--- config.mk ---
export PLATFORM = sky130hd
export DESIGN_NAME = light_conv_core
export DESIGN_NICKNAME = d
export VERILOG_FILES = /design/src/common/light_pkg.sv /design/src/hw/light_conv_core.sv
export SDC_FILE = /design/constraint.sdc
export NUM_CORES = 1
export LEC_CHECK = 0
export ABC_AREA = 1
export ABC_CLOCK_PERIOD_IN_PS = 8350
export BUFFER_PORTS_ARGS = -buffer_cell sky130_fd_sc_hd__buf_2
export CAP_MARGIN = 20
export CORE_MARGIN = 1
export CORE_UTILIZATION = 47
export CTS_CLUSTER_DIAMETER = 60
export DETAILED_ROUTE_END_ITERATION = 10
export PLACE_DENSITY = 0.75
export REMOVE_ABC_BUFFERS = 1
export SLEW_MARGIN = 20
export SYNTH_ARGS = -nofsm -noshare
export SYNTH_HDL_FRONTEND = slang
export SYNTH_SLANG_ARGS = --single-unit
export TNS_END_PERCENT = 5
--- constraint.sdc ---
create_clock -name pclk -period 8.35 [get_ports pclk]
set_clock_uncertainty 0.2 [all_clocks]
set_input_delay 0.4175 -clock pclk [delete_from_list [all_inputs] [get_ports pclk]]
set_output_delay 0.4175 -clock pclk [all_outputs]
set_load 0.02 [all_outputs]
--- src/common/light_pkg.sv ---
// constants and types shared by the dual channel light conversion core
// Summary of operation
// - both channels integrate together every cycle
// - each channel loads its own result register
// - results double buffered, never read half updated
// - next integration starts by itself after load
// - results are unsigned 16 bit values
// - interrupt when value leaves threshold window
// - host sets both thresholds, device holds them
// - interrupt only after configured persistence count
// - level mode holds interrupt until host clears
// - alert mode released by alert response read
// - interrupt pin is open drain, pulls low
// - three state select pin picks slave address
// - smbus 100kHz, i2c 400kHz, host no faster
// - programmable gain and integration time
// - power down stops conversions, active runs them
`default_nettype none
package light_pkg;

  // register byte offsets
  localparam logic [7:0] OFF_CTRL   = 8'h00;
  localparam logic [7:0] OFF_STATUS = 8'h04;
  localparam logic [7:0] OFF_MASK   = 8'h08;
  localparam logic [7:0] OFF_THR_LO = 8'h0C;
  localparam logic [7:0] OFF_THR_HI = 8'h10;
  localparam logic [7:0] OFF_DATA0  = 8'h14;
  localparam logic [7:0] OFF_DATA1  = 8'h18;
  localparam logic [7:0] OFF_DBOTH  = 8'h1C;
  localparam logic [7:0] OFF_CLEAR  = 8'h20;
  localparam logic [7:0] OFF_ARA    = 8'h24;
  localparam logic [7:0] OFF_INFO   = 8'h28;

  typedef logic [15:0] data_t;
  localparam int CNT_W = 26;
  typedef logic [CNT_W-1:0] cnt_t;

  typedef struct packed {
    logic [3:0] persist;
    logic       alert_mode;
    logic       int_en;
    logic       gain_hi;
    logic [1:0] integ_sel;
    logic       power;
  } ctrl_t;

  localparam int    CTRL_W   = $bits(ctrl_t);
  localparam ctrl_t CTRL_RST = 10'h000;
  localparam data_t THR_LO_RST = 16'h0000;
  localparam data_t THR_HI_RST = 16'hFFFF;
  localparam logic [1:0] MASK_RST = 2'h0;

  // status and mask layout
  localparam int ST_DONE = 0;
  localparam int ST_THR  = 1;
  localparam int ST_W    = 2;

  // info register layout
  localparam int INFO_CONV_BIT = 7;
  localparam int INFO_PIN_BIT  = 8;
  localparam int INFO_RATE_LSB = 16;
  localparam int CLEAR_BIT     = 0;

  localparam int GAIN_SHIFT = 4;

  // integration times, then cycles at the core clock
  localparam int unsigned CLK_MHZ        = 125;
  localparam int unsigned TINT_SHORT_US  = 13700;
  localparam int unsigned TINT_MID_US    = 101000;
  localparam int unsigned TINT_LONG_US   = 402000;
  localparam int unsigned TINT_SHORT_CYC = TINT_SHORT_US * CLK_MHZ;
  localparam int unsigned TINT_MID_CYC   = TINT_MID_US * CLK_MHZ;
  localparam int unsigned TINT_LONG_CYC  = TINT_LONG_US * CLK_MHZ;

  localparam logic [9:0] RATE_SMBUS_KHZ = 10'd100;
  localparam logic [9:0] RATE_I2C_KHZ   = 10'd400;

  // slave addresses per select pin state, values arbitrary
  localparam logic [6:0] SADDR_LOW   = 7'h10;
  localparam logic [6:0] SADDR_FLOAT = 7'h11;
  localparam logic [6:0] SADDR_HIGH  = 7'h12;

  typedef enum logic [1:0] {ST_OFF, ST_INTEG, ST_LOAD} conv_state_t;

endpackage

`default_nettype wire

--- src/hw/light_conv_core.sv ---
// dual channel light conversion core with apb registers and threshold interrupt
`timescale 1ns/1ps
`default_nettype none

module light_conv_core #(
  parameter int unsigned TINT_SHORT_CYC = light_pkg::TINT_SHORT_CYC,
  parameter int unsigned TINT_MID_CYC   = light_pkg::TINT_MID_CYC,
  parameter int unsigned TINT_LONG_CYC  = light_pkg::TINT_LONG_CYC
) (
  input  wire logic        pclk,
  input  wire logic        presetn,
  input  wire logic        ce,
  input  wire logic        psel,
  input  wire logic        penable,
  input  wire logic        pwrite,
  input  wire logic [7:0]  paddr,
  input  wire logic [31:0] pwdata,
  output logic      [31:0] prdata,
  output logic             pready,
  output logic             pslverr,
  input  wire logic [7:0]  broadband_rate,
  input  wire logic [7:0]  infrared_rate,
  input  wire logic        addr_sel_pu,
  input  wire logic        addr_sel_pd,
  output logic             irq,
  output logic             int_pin_o,
  output logic             int_pin_oe_n
);

  ////////////////////////////////////////////////////////////////////////////////
  // declarations

  light_pkg::ctrl_t       ctrl_r;
  light_pkg::conv_state_t state_r;
  light_pkg::cnt_t        cnt_r;
  light_pkg::cnt_t        cnt_load;
  light_pkg::data_t       acc_r [2];
  light_pkg::data_t       res_r [2];
  light_pkg::data_t       thr_lo_r;
  light_pkg::data_t       thr_hi_r;
  logic [7:0]             rate [2];
  logic [light_pkg::ST_W-1:0] status_r;
  logic [light_pkg::ST_W-1:0] status_nxt;
  logic [light_pkg::ST_W-1:0] st_set;
  logic [light_pkg::ST_W-1:0] st_clr;
  logic [light_pkg::ST_W-1:0] mask_r;
  logic [31:0]            prdata_r;
  logic                   pready_r;
  logic                   pslverr_r;
  logic                   irq_r;
  logic                   int_pin_o_r;
  logic                   int_pin_oe_n_r;
  logic [3:0]             pers_cnt_r;
  logic [3:0]             pers_inc;
  logic [3:0]             pers_eff;
  logic                   out_win;
  logic                   thr_set;
  logic                   thr_clr;
  logic                   thr_flag_r;
  logic                   thr_nxt;
  logic                   strap_done_r;
  logic [6:0]             slave_addr_r;
  logic [9:0]             max_rate;
  logic                   setup;
  logic                   acc_ph;
  logic                   wr_acc;
  logic                   rd_acc;
  logic                   ara_rd;
  logic                   clr_wr;
  logic [31:0]            rd_val;
  logic                   hit;
  logic                   loading;

  assign rate[0] = broadband_rate;
  assign rate[1] = infrared_rate;

  assign prdata       = prdata_r;
  assign pready       = pready_r;
  assign pslverr      = pslverr_r;
  assign irq          = irq_r;
  assign int_pin_o    = int_pin_o_r;
  assign int_pin_oe_n = int_pin_oe_n_r;

  ////////////////////////////////////////////////////////////////////////////////
  // apb slave, zero wait states

  assign setup  = psel && !penable;
  assign acc_ph = psel && penable && pready_r;
  assign wr_acc = acc_ph && pwrite;
  assign rd_acc = acc_ph && !pwrite;
  assign ara_rd = rd_acc && (paddr == light_pkg::OFF_ARA);
  assign clr_wr = wr_acc && (paddr == light_pkg::OFF_CLEAR) &&
                  pwdata[light_pkg::CLEAR_BIT];

  always_comb begin
    hit    = 1'b1;
    rd_val = 32'h0000_0000;
    if (paddr == light_pkg::OFF_CTRL) begin
      rd_val = 32'(ctrl_r);
    end else if (paddr == light_pkg::OFF_STATUS) begin
      rd_val = 32'(status_r);
    end else if (paddr == light_pkg::OFF_MASK) begin
      rd_val = 32'(mask_r);
    end else if (paddr == light_pkg::OFF_THR_LO) begin
      rd_val = 32'(thr_lo_r);
    end else if (paddr == light_pkg::OFF_THR_HI) begin
      rd_val = 32'(thr_hi_r);
    end else if (paddr == light_pkg::OFF_DATA0) begin
      rd_val = 32'(res_r[0]);
    end else if (paddr == light_pkg::OFF_DATA1) begin
      rd_val = 32'(res_r[1]);
    end else if (paddr == light_pkg::OFF_DBOTH) begin
      // one word holds a coherent pair of results
      rd_val = {res_r[1], res_r[0]};
    end else if (paddr == light_pkg::OFF_CLEAR) begin
      rd_val = 32'h0000_0000;
    end else if (paddr == light_pkg::OFF_ARA) begin
      rd_val = 32'(slave_addr_r);
    end else if (paddr == light_pkg::OFF_INFO) begin
      rd_val = (32'(max_rate) << light_pkg::INFO_RATE_LSB)
             | (32'(thr_flag_r) << light_pkg::INFO_PIN_BIT)
             | (32'(state_r == light_pkg::ST_INTEG) << light_pkg::INFO_CONV_BIT)
             | 32'(slave_addr_r);
    end else begin
      hit = 1'b0;
    end
  end

  always_ff @(posedge pclk or negedge presetn) begin
    if (!presetn) begin
      pready_r  <= 1'b0;
      pslverr_r <= 1'b0;
      prdata_r  <= 32'h0000_0000;
    end else if (ce) begin
      pready_r  <= setup;
      pslverr_r <= setup && !hit;
      prdata_r  <= (setup && !pwrite) ? rd_val : 32'h0000_0000;
    end
  end

  ////////////////////////////////////////////////////////////////////////////////
  // software registers

  always_ff @(posedge pclk or negedge presetn) begin
    if (!presetn) begin
      ctrl_r <= light_pkg::CTRL_RST;
    end else if (ce && wr_acc && paddr == light_pkg::OFF_CTRL) begin
      ctrl_r <= light_pkg::ctrl_t'(pwdata[light_pkg::CTRL_W-1:0]);
    end
  end

  always_ff @(posedge pclk or negedge presetn) begin
    if (!presetn) begin
      thr_lo_r <= light_pkg::THR_LO_RST;
      thr_hi_r <= light_pkg::THR_HI_RST;
    end else if (ce && wr_acc) begin
      if (paddr == light_pkg::OFF_THR_LO) begin
        thr_lo_r <= pwdata[15:0];
      end else if (paddr == light_pkg::OFF_THR_HI) begin
        thr_hi_r <= pwdata[15:0];
      end
    end
  end

  always_ff @(posedge pclk or negedge presetn) begin
    if (!presetn) begin
      mask_r <= light_pkg::MASK_RST;
    end else if (ce && wr_acc && paddr == light_pkg::OFF_MASK) begin
      mask_r <= pwdata[light_pkg::ST_W-1:0];
    end
  end

  ////////////////////////////////////////////////////////////////////////////////
  // address strap, caught once after reset release

  always_ff @(posedge pclk or negedge presetn) begin
    if (!presetn) begin
      strap_done_r <= 1'b0;
      slave_addr_r <= 7'h00;
    end else if (ce && !strap_done_r) begin
      strap_done_r <= 1'b1;
      // pulls disagree only while the pin floats
      if (addr_sel_pu && addr_sel_pd) begin
        slave_addr_r <= light_pkg::SADDR_HIGH;
      end else if (!addr_sel_pu && !addr_sel_pd) begin
        slave_addr_r <= light_pkg::SADDR_LOW;
      end else begin
        slave_addr_r <= light_pkg::SADDR_FLOAT;
      end
    end
  end

  // alert variant is the slower smbus flavour
  assign max_rate = ctrl_r.alert_mode ? light_pkg::RATE_SMBUS_KHZ
                                      : light_pkg::RATE_I2C_KHZ;

  ////////////////////////////////////////////////////////////////////////////////
  // conversion sequencer

  always_comb begin
    case (ctrl_r.integ_sel)
      2'h0:    cnt_load = light_pkg::cnt_t'(TINT_SHORT_CYC - 1);
      2'h1:    cnt_load = light_pkg::cnt_t'(TINT_MID_CYC - 1);
      default: cnt_load = light_pkg::cnt_t'(TINT_LONG_CYC - 1);
    endcase
  end

  always_ff @(posedge pclk or negedge presetn) begin
    if (!presetn) begin
      state_r <= light_pkg::ST_OFF;
      cnt_r   <= '0;
    end else if (ce) begin
      case (state_r)
        light_pkg::ST_OFF: begin
          if (ctrl_r.power) begin
            state_r <= light_pkg::ST_INTEG;
            cnt_r   <= cnt_load;
          end
        end
        light_pkg::ST_INTEG: begin
          if (!ctrl_r.power) begin
            state_r <= light_pkg::ST_OFF;
          end else if (cnt_r == '0) begin
            state_r <= light_pkg::ST_LOAD;
          end else begin
            cnt_r <= cnt_r - 1'b1;
          end
        end
        light_pkg::ST_LOAD: begin
          if (!ctrl_r.power) begin
            state_r <= light_pkg::ST_OFF;
          end else begin
            state_r <= light_pkg::ST_INTEG;
            cnt_r   <= cnt_load;
          end
        end
        default: begin
          state_r <= light_pkg::ST_OFF;
        end
      endcase
    end
  end

  assign loading = (state_r == light_pkg::ST_LOAD);

  // saturating add; gain scales the photocurrent sample
  function automatic light_pkg::data_t sat_add(
    input light_pkg::data_t a,
    input logic [7:0]       r,
    input logic             g
  );
    logic [16:0] s;
    logic [16:0] inc;
    inc = g ? (17'(r) << light_pkg::GAIN_SHIFT) : 17'(r);
    s   = {1'b0, a} + inc;
    return s[16] ? 16'hFFFF : s[15:0];
  endfunction

  // working integrators and result buffers per channel
  for (genvar ch = 0; ch < 2; ch++) begin : g_chan
    always_ff @(posedge pclk or negedge presetn) begin
      if (!presetn) begin
        acc_r[ch] <= 16'h0000;
      end else if (ce) begin
        if (state_r == light_pkg::ST_INTEG) begin
          acc_r[ch] <= sat_add(acc_r[ch], rate[ch], ctrl_r.gain_hi);
        end else begin
          acc_r[ch] <= 16'h0000;
        end
      end
    end

    always_ff @(posedge pclk or negedge presetn) begin
      if (!presetn) begin
        res_r[ch] <= 16'h0000;
      end else if (ce && loading) begin
        res_r[ch] <= acc_r[ch];
      end
    end
  end

  ////////////////////////////////////////////////////////////////////////////////
  // threshold window and persistence

  assign out_win  = (acc_r[0] > thr_hi_r) || (acc_r[0] < thr_lo_r);
  assign pers_inc = (pers_cnt_r == 4'hF) ? 4'hF : pers_cnt_r + 4'h1;
  assign pers_eff = (ctrl_r.persist == 4'h0) ? 4'h1 : ctrl_r.persist;
  assign thr_set  = loading && ctrl_r.int_en && out_win &&
                    (pers_inc >= pers_eff);

  // level mode clears by register write, alert mode by response read
  assign thr_clr  = ctrl_r.alert_mode ? ara_rd : clr_wr;

  always_ff @(posedge pclk or negedge presetn) begin
    if (!presetn) begin
      pers_cnt_r <= 4'h0;
    end else if (ce) begin
      if (thr_clr) begin
        pers_cnt_r <= 4'h0;
      end else if (loading) begin
        pers_cnt_r <= out_win ? pers_inc : 4'h0;
      end
    end
  end

  // a new event wins over a clear in the same cycle
  assign thr_nxt = thr_set || (thr_flag_r && !thr_clr);

  always_ff @(posedge pclk or negedge presetn) begin
    if (!presetn) begin
      thr_flag_r     <= 1'b0;
      int_pin_o_r    <= 1'b0;
      int_pin_oe_n_r <= 1'b1;
    end else if (ce) begin
      thr_flag_r     <= thr_nxt;
      int_pin_o_r    <= 1'b0;
      int_pin_oe_n_r <= !thr_nxt;
    end
  end

  ////////////////////////////////////////////////////////////////////////////////
  // sticky status, read to clear, masked interrupt

  always_comb begin
    st_set = '0;
    st_set[light_pkg::ST_DONE] = loading;
    st_set[light_pkg::ST_THR]  = thr_set;
    // only bits already shown to the reader are cleared
    st_clr = (rd_acc && paddr == light_pkg::OFF_STATUS) ?
             prdata_r[light_pkg::ST_W-1:0] : '0;
    status_nxt = (status_r & ~st_clr) | st_set;
  end

  always_ff @(posedge pclk or negedge presetn) begin
    if (!presetn) begin
      status_r <= '0;
      irq_r    <= 1'b0;
    end else if (ce) begin
      status_r <= status_nxt;
      irq_r    <= |(status_nxt & mask_r);
    end
  end

  ////////////////////////////////////////////////////////////////////////////////
  // checks

  chk_load_chan: assert property (@(posedge pclk) disable iff (!presetn)
    (ce && loading) |=> (res_r[0] == $past(acc_r[0]) && res_r[1] == $past(acc_r[1])))
    else $error("results not loaded per channel");

  chk_sim_start: assert property (@(posedge pclk) disable iff (!presetn)
    (ce && loading && ctrl_r.power)
      |=> (acc_r[0] == 16'h0000 && acc_r[1] == 16'h0000))
    else $error("channels do not restart together");

  chk_auto_restart: assert property (@(posedge pclk) disable iff (!presetn)
    (ce && loading && ctrl_r.power) |=> (state_r == light_pkg::ST_INTEG && cnt_r == $past(cnt_load)))
    else $error("no automatic restart");

  chk_result_hold: assert property (@(posedge pclk) disable iff (!presetn)
    !loading |=> ($stable(res_r[0]) && $stable(res_r[1])))
    else $error("result changed outside load");

  chk_integ_count: assert property (@(posedge pclk) disable iff (!presetn)
    (ce && state_r == light_pkg::ST_OFF && ctrl_r.power && ctrl_r.integ_sel == 2'h0)
      |=> (cnt_r == light_pkg::cnt_t'(TINT_SHORT_CYC - 1)))
    else $error("wrong integration count");

  chk_power_off: assert property (@(posedge pclk) disable iff (!presetn)
    (ce && !ctrl_r.power) |=> (state_r == light_pkg::ST_OFF))
    else $error("conversion runs while powered down");

  chk_window_fire: assert property (@(posedge pclk) disable iff (!presetn)
    (ce && loading && ctrl_r.int_en && acc_r[0] > thr_hi_r && pers_inc >= pers_eff)
      |=> (thr_flag_r && !int_pin_oe_n_r))
    else $error("out of window value did not interrupt");

  chk_persist_wait: assert property (@(posedge pclk) disable iff (!presetn)
    (ce && !thr_flag_r && pers_inc < pers_eff) |=> !thr_flag_r)
    else $error("interrupt before persistence reached");

  chk_level_hold: assert property (@(posedge pclk) disable iff (!presetn)
    (thr_flag_r && !(ce && thr_clr)) |=> thr_flag_r)
    else $error("interrupt dropped without clear");

  chk_alert_clear: assert property (@(posedge pclk) disable iff (!presetn)
    (ce && ctrl_r.alert_mode && ara_rd && !thr_set) |=> !thr_flag_r)
    else $error("alert response did not release");

  chk_od_drive: assert property (@(posedge pclk) disable iff (!presetn)
    (!int_pin_o_r && (int_pin_oe_n_r == !thr_flag_r)))
    else $error("open drain pin misdriven");

  chk_clear_rearm: assert property (@(posedge pclk) disable iff (!presetn)
    (ce && thr_clr && !thr_set) |=> (int_pin_oe_n_r && pers_cnt_r == 4'h0))
    else $error("clear did not release and rearm");

  chk_thr_stable: assert property (@(posedge pclk) disable iff (!presetn)
    !(ce && wr_acc) |=> ($stable(thr_lo_r) && $stable(thr_hi_r)))
    else $error("threshold changed without write");

  chk_addr_strap: assert property (@(posedge pclk) disable iff (!presetn)
    $rose(strap_done_r) |-> (slave_addr_r == (($past(addr_sel_pu) && $past(addr_sel_pd)) ?
      light_pkg::SADDR_HIGH : (($past(addr_sel_pu) || $past(addr_sel_pd)) ?
      light_pkg::SADDR_FLOAT : light_pkg::SADDR_LOW))))
    else $error("wrong slave address decode");

endmodule

`default_nettype wire

==> results by group, run 1 <==
Placement
  • Hpwl dp: 20800 um
  • GPL Wtd Cong: 0.928
  • PortBufs: 83
  • Post-Place Worst Slack: 4.81 ns
  • Placed Area: 0.0118 mm2
  • Placed cells: 1883

GRT
  • Pin count of the biggest net entering global routing: 109
  • Global-route wire length before repair: 46400 um
  • Initial antenna violation count: 0
  • Vias in the first global route: 9323
  • Total grt overflow: 0
  • Total GRT Usage: 24.1%

Critical path
  • Most Frequent Cell on Critical Path: nand3_1
  • Worst Path Required: 8.45 ns
  • Reg2reg end: acc_r[6]
  • WS Path Type: register to register
  • Reg2Reg Depth: 11
  • R2r setup slk: 5.15 ns
  • Family with the most delay on the worst path: simple AND/OR/NAND/NOR gates
  • Arrival time worst endpoint: 3.30 ns
  • Crit path largest cell delay: 0.74 ns
  • Critical path buffers and inverters: 1
  • CP Cell Sequence: nor2_1, ha_1, fa_1, nand3_1, nand2_1, nand3_1, nand3_1, nand3_1, inv_1, o21ai_0, o21ai_0
  • Crit Path Max Fanout: 34
  • Startpoint Class: register
  • Critical Path Sink Type: register
  • Reg2reg start: ctrl_r[3]
  • CP max-delay cell: dfrtp_2

Pwr
  • Pleak: 6.56 nW
  • Total power: 1.95 mW
  • Peak VDD IR: 0.136 mV
  • Power Dens Cells: 157 mW/mm2

Clocking
  • Clock Pin Slew Worst Setup and Hold Paths: 0.08 ns
  • Clk sink count: 182
  • CTS max path bufs: 2
  • Root buffer cell: clkbuf_16
  • Number of gates resized after cts: 0
  • CTS tree: yes
  • # H-tree levels: 4
  • Worst skew pair latency: 0.43 ns
  • TritonCTS Buffers: 17

Status
  • Status: completed

Drt
  • DRC: 0
  • Iter 0 DRT Violations: 713
  • Vias: 10100
  • Total routed wirelength: 28400 um
  • Routed Antenna Nets: 0
  • Routed wire per std cell: 14.8 um
  • Vias per cell: 5.27
  • Detailed Routing Iterations Pass 1: 6

Synthesis
  • Async S/R FF share, synth: 100%
  • YS warnings: 0
  • Netlist cell types: 47
  • FF+latch count, synth: 182
  • Post-Syn Instances: 1532
  • EDFF count, synth: 0
  • Average size of a mapped cell: 7.28 um2
  • Prevailing post-synth register cell: dfrtp_1
  • Post-synthesis sequential area ratio: 41.0%
  • Post-Syn Area: 0.0111 mm2

Final layout
  • Final Core Density: 54.4%
  • Commonest non-fill, non-tap cells in the layout: nand2_1, o21ai_0, inv_1
  • Area grow syn2layout: 11.8%
  • Register Area: 0.00458 mm2
  • Filler Cell Count: 2190
  • N_diodes: 0
  • Multi-input gate area: 0.00565 mm2
  • Nets@finish: 1718
  • Commonest non-fill, non-tap cell in the layout: nand2_1
  • Final instance area: 0.0125 mm2
  • Share of cells above drive strength 1: 10.5%
  • Fin cells: 1916

Die
  • Initial Util: 48.6%
  • Die width: 156 um
  • Die height: 156 um
  • I/O pins: 101
  • Core area: 0.0229 mm2
  • Die area: 0.0243 mm2
  • Cell Rows: 55

Min path
  • Hold path startpoint: pwdata[11]
  • Hold Path End: thr_hi_r[11]
  • Cell count of the worst hold path: 3
  • HP Class: input pin to register

Timing
  • Least-Margin Pin Slew: 0.970 ns
  • Setup_tns: 0 ns
  • Slew Viols, Final: 0
  • Hold Slack: 0.0148 ns
  • Part of the cycle the worst path needs: 38.3%
  • Smallest setup slack after layout: 5.15 ns
  • Final hold violation count: 0
  • Fmax: 0.313 GHz
  • Final setup violation count: 0
  • Slew margin rel.: 35.1%
  • Crit path time final: 3.20 ns
  • RSZ-0062 raised after global routing: false

Flow run
  • Max Cap Viol: 0
-- cells in the mapped netlist, types with 5 or more instances --
cell type	number	share of area, %
a21oi_1	73	3.3
a32o_1	7	0.63
buf_2	13	0.58
clkbuf_1	28	0.94
dfrtp_1	165	37
dfstp_2	17	4.0
ha_1	62	7.0
inv_1	183	6.2
nand2_1	482	16
nand2_2	5	0.28
nand3_1	69	3.1
nand4_1	9	0.51
nor2_1	113	3.8
nor2_2	5	0.28
nor3_1	11	0.49
o21ai_0	193	8.7
o21ai_1	6	0.27
xnor2_1	11	0.86
xor2_1	16	1.3
-- registers in the layout (all words and copies together), names as in the netlist, 4 cells and up --
name	cells
res_r	32
cnt_r	26
thr_lo_r	16
thr_hi_r	16
pers_cnt_r	4
prdata	32
ctrl_r	10
acc_r	32
-- cell families (layout without fill, tap and decap cells) --
logic type	after synthesis	in the layout	synth area share (%)
xor+xnor	27	27	2.12
compound gates	309	309	14.9
simple gates	710	710	26.0
fa+ha+maj	64	64	7.32
mux	2	2	0.202
other cells	1	1	0.0336
flops	182	182	41.0
buf+inv	237	308	8.39
-- layer usage --
metal,vias to the layer above,track usage (%),part of all wire [%]
li1,5065,-,-
met4,0,7.52,2.1
met5,-,0,0
met3,35,3.53,5.2
met2,277,40.0,47
met1,4717,32.4,46
-- repair_timing --
action	4_1_cts	5_1_grt
hold buffers	1	0
setup buffers	0	0
endpoints found under the hold margin	94	0
-- final cells by class --
type                    count  area share [%]
clock buffers              18            3.52
well taps                 313            3.14
inverters                 188            5.66
clock inverters            14            1.89
multi-input cells        1113            45.3
flip-flops and latches    182            36.7
repair buffers             88            3.72
-- worst max path at each step --
stage / start / slack, ns / end / depth (start not counted)
global route: ctrl_r[3] / 4.84 / acc_r[5] / 11
detailed placement: ctrl_r[3] / 4.81 / acc_r[6] / 11
CTS: ctrl_r[3] / 4.82 / acc_r[6] / 11
floorplan: ctrl_r[3] / 5.59 / acc_r[6] / 11
global placement: ctrl_r[3] / 4.85 / acc_r[3] / 11
finish: ctrl_r[3] / 5.15 / acc_r[6] / 11
-- worst register-to-register path: cells and delay by family (launching register included) --
family	cells	cell delay (ns)
AND/OR/NAND/NOR	6	0.92
buffers and inverters	1	0.20
adder cells (fa/ha/maj)	2	0.72
flip-flops	1	0.74
AO/OA/AOI/OAI	2	0.30
-- where the power goes --
group          internal, mW  total, mW  switching [mW]
sequential            0.888      0.894         0.00580
combinational        0.0412      0.135          0.0938
clock                 0.551      0.925           0.374
total                  1.48       1.95           0.474
No activity file was read; power rests on OpenSTA's default activity.
==> inputs of run 2 (changes only) <==
--- a/config.mk
+++ b/config.mk
@@ -6,14 +6,14 @@
 export NUM_CORES = 1
 export LEC_CHECK = 0
 export ABC_AREA = 1
-export ABC_CLOCK_PERIOD_IN_PS = 8350
+export ABC_CLOCK_PERIOD_IN_PS = 2700
 export BUFFER_PORTS_ARGS = -buffer_cell sky130_fd_sc_hd__buf_2
 export CAP_MARGIN = 20
 export CORE_MARGIN = 1
 export CORE_UTILIZATION = 47
 export CTS_CLUSTER_DIAMETER = 60
 export DETAILED_ROUTE_END_ITERATION = 10
-export PLACE_DENSITY = 0.75
+export PLACE_DENSITY = 0.78
 export REMOVE_ABC_BUFFERS = 1
 export SLEW_MARGIN = 20
 export SYNTH_ARGS = -nofsm -noshare
==> constraint.sdc (replaced) <==
create_clock -name pclk -period 2.7 [get_ports pclk]
set_clock_uncertainty 0.2 [all_clocks]
set_input_delay 0.135 -clock pclk [delete_from_list [all_inputs] [get_ports pclk]]
set_output_delay 0.135 -clock pclk [all_outputs]
set_load 0.02 [all_outputs]
==> results by group, run 2 (same netlist as run 1, synthesis figures left out) <==
Timing
  • Fmax: 0.395 GHz (+26%)
  • Part of the cycle the worst path needs: 93.8% (+56 points)
  • Slew margin rel.: 55.9% (+21 points)
  • Slew Viols, Final: 0 (unchanged)
  • Least-Margin Pin Slew: 0.655 ns (-0.315 ns)
  • Final setup violation count: 0 (unchanged)
  • Crit path time final: 2.53 ns (-0.665 ns)
  • Smallest setup slack after layout: 0.167 ns (-4.98 ns)
  • Final hold violation count: 0 (unchanged)
  • Setup_tns: 0 ns (unchanged)
  • Hold Slack: 0.0380 ns (+0.0232 ns)

Clocking
  • # H-tree levels: 4 (unchanged)
  • Worst skew pair latency: 0.44 ns (about the same)
  • Root buffer cell: clkbuf_16
  • CTS tree: yes
  • CTS max path bufs: 2 (unchanged)
  • TritonCTS Buffers: 17 (unchanged)
  • Clock Pin Slew Worst Setup and Hold Paths: 0.07 ns (about the same)
  • Clk sink count: 182 (unchanged)

Pwr
  • Peak VDD IR: 0.351 mV (+160%)
  • Pleak: 6.85 nW (+4.3%)
  • Total power: 5.90 mW (+200%)
  • Power Dens Cells: 453 mW/mm2 (+190%)

GRT
  • Total grt overflow: 0 (unchanged)
  • Total GRT Usage: 26.1% (+2.0 points)
  • Pin count of the biggest net entering global routing: 65 (-40%)
  • Vias in the first global route: 9919 (+6.4%)
  • Initial antenna violation count: 1 (+1)
  • Global-route wire length before repair: 49600 um (+6.9%)

Min path
  • HP Class: input pin to register
  • Hold path startpoint: broadband_rate[0]
  • Cell count of the worst hold path: 6 (+3)

Drt
  • Routed Antenna Nets: 0 (unchanged)
  • Routed wire per std cell: 15.4 um (+4.3%)
  • Met3 wire len: 1610 um (+8.8%)
  • Met1 WL: 13400 um (+2.6%)
  • Vias per cell: 5.28 (+0.16%)
  • Vias: 10400 (+3.2%)
  • Total routed wirelength: 30500 um (+7.5%)
  • DRC: 0 (unchanged)
  • Iter 0 DRT Violations: 775 (+8.7%)
  • Max Used Layer: met5
  • Met2 WL: 14600 um (+10%)
  • Detailed Routing Iterations Pass 1: 5 (-1)

Critical path
  • Worst Path Required: 2.82 ns (-5.63 ns)
  • WS Path Type: register to register
  • Crit Path Max Fanout: 17 (-50%)
  • CP Cell Sequence: clkbuf_16, nor2_1, a21oi_1, ha_1, buf_4, a21oi_1, o21ai_0, a21oi_1, nand2_1, nand2_1, nand2_1, o21ai_0, o21ai_0
  • CP startpoint: ctrl_r[3]
  • Crit path largest cell delay: 0.46 ns (-0.28 ns)
  • Reg2Reg Depth: 13 (+2)
  • Arrival time worst endpoint: 2.65 ns (-0.65 ns)
  • Startpoint Class: register
  • Reg2reg start: ctrl_r[3]
  • Critical Path Sink Type: register
  • CP max-delay cell: dfrtp_2

Status
  • Status: completed

Final layout
  • Final Core Density: 56.9% (+2.5 points)
  • Commonest non-fill, non-tap cells in the layout: nand2_1, o21ai_0, inv_1
  • Commonest non-fill, non-tap cell in the layout: nand2_1
  • Final instance area: 0.0130 mm2 (+4.6%)
  • Fin cells: 1975 (+3.1%)
  • N_diodes: 0 (unchanged)
  • Nets@finish: 1777 (+3.4%)
  • Filler Cell Count: 2095 (-4.3%)
  • Share of cells above drive strength 1: 12.9% (+2.4 points)
  • Area grow syn2layout: 16.9%

Die
  • I/O pins: 101 (unchanged)
  • Core area: 0.0229 mm2 (unchanged)
  • Die height: 156 um (unchanged)
  • Initial Util: 48.6% (unchanged)
  • Die area: 0.0243 mm2 (unchanged)
  • Die width: 156 um (unchanged)
  • Cell Rows: 55 (unchanged)

Placement
  • Placed cells: 1916 (+1.8%)
  • Placed Area: 0.0121 mm2 (+2.6%)
  • Post-Place Worst Slack: 0.0940 ns (-4.71 ns)
  • GPL Wtd Cong: 0.942 (+1.5%)
  • PortBufs: 83 (unchanged)
  • Hpwl dp: 22300 um (+7.2%)

Flow run
  • Max Cap Viol: 0 (unchanged)
==> run 2: cell types whose count changed in the layout (fill, tap and decap cells not counted), moves of 2 or more <==
cell,change
buf_12,+5
o21ai_0,-4
dlygate4sd3_1,+24
a21oi_1,-5
o21ai_1,+3
a21oi_2,+5
clkbuf_8,-2
nand2_2,+3
clkinv_8,+2
buf_4,+29
bufinv_16,-3
nand2_1,-2
==> run 2: worst max-delay path, delay by kind of cell (launching register included) <==
kind | cells | cell delay, ns
fa+ha+maj | 1 | 0.30
simple gates | 4 | 0.29
compound gates | 6 | 0.81
buf+inv | 2 | 0.36
flops | 1 | 0.46
==> run 2: repair_timing <==
| item | CTS | global route |
|---|---|---|
| resized for setup | 0 | 19 |
| endpoints found under the setup margin | 0 | 27 |
| hold buffers | 25 | 0 |
| endpoints found under the hold margin | 170 | 0 |
| setup buffers | 0 | 1 |
==> run 2: power by group <==
part           switching [mW]  leakage, nW  internal [mW]  total, mW
clock                    1.24        0.309           1.43       2.67
combinational           0.304         4.07          0.165      0.468
sequential             0.0181         2.47           2.75       2.76
total                    1.56         6.85           4.34       5.90
==> run 2: layout make-up <==
type / count / area [um2] / area share, %
multi-input cells: 1113 / 5690 / 43.6
flip-flops and latches: 182 / 4580 / 35.1
repair buffers: 147 / 1040 / 8.01
inverters: 188 / 706 / 5.41
clock buffers: 17 / 425 / 3.26
well taps: 313 / 392 / 3.00
clock inverters: 15 / 203 / 1.55
==> run 2: path summary, 6_finish.rpt <==
path,endpoint,slack [ns]
setup / recovery,acc_r[27],0.17
hold / removal,acc_r[16],0.04
setup reg to reg,acc_r[27],0.17
hold reg to reg,prdata[4],0.28
max in group asynchronous,prdata[23],1.49
min in group asynchronous,cnt_r[11],0.06
==> run 2: layer usage <==
metal  vias to the layer above  GRT usage [%]
li1                       5169              -
met1                      4867           32.8
met2                       323           44.3
met3                        60           4.53
met4                         2           10.5
met5                         -              0
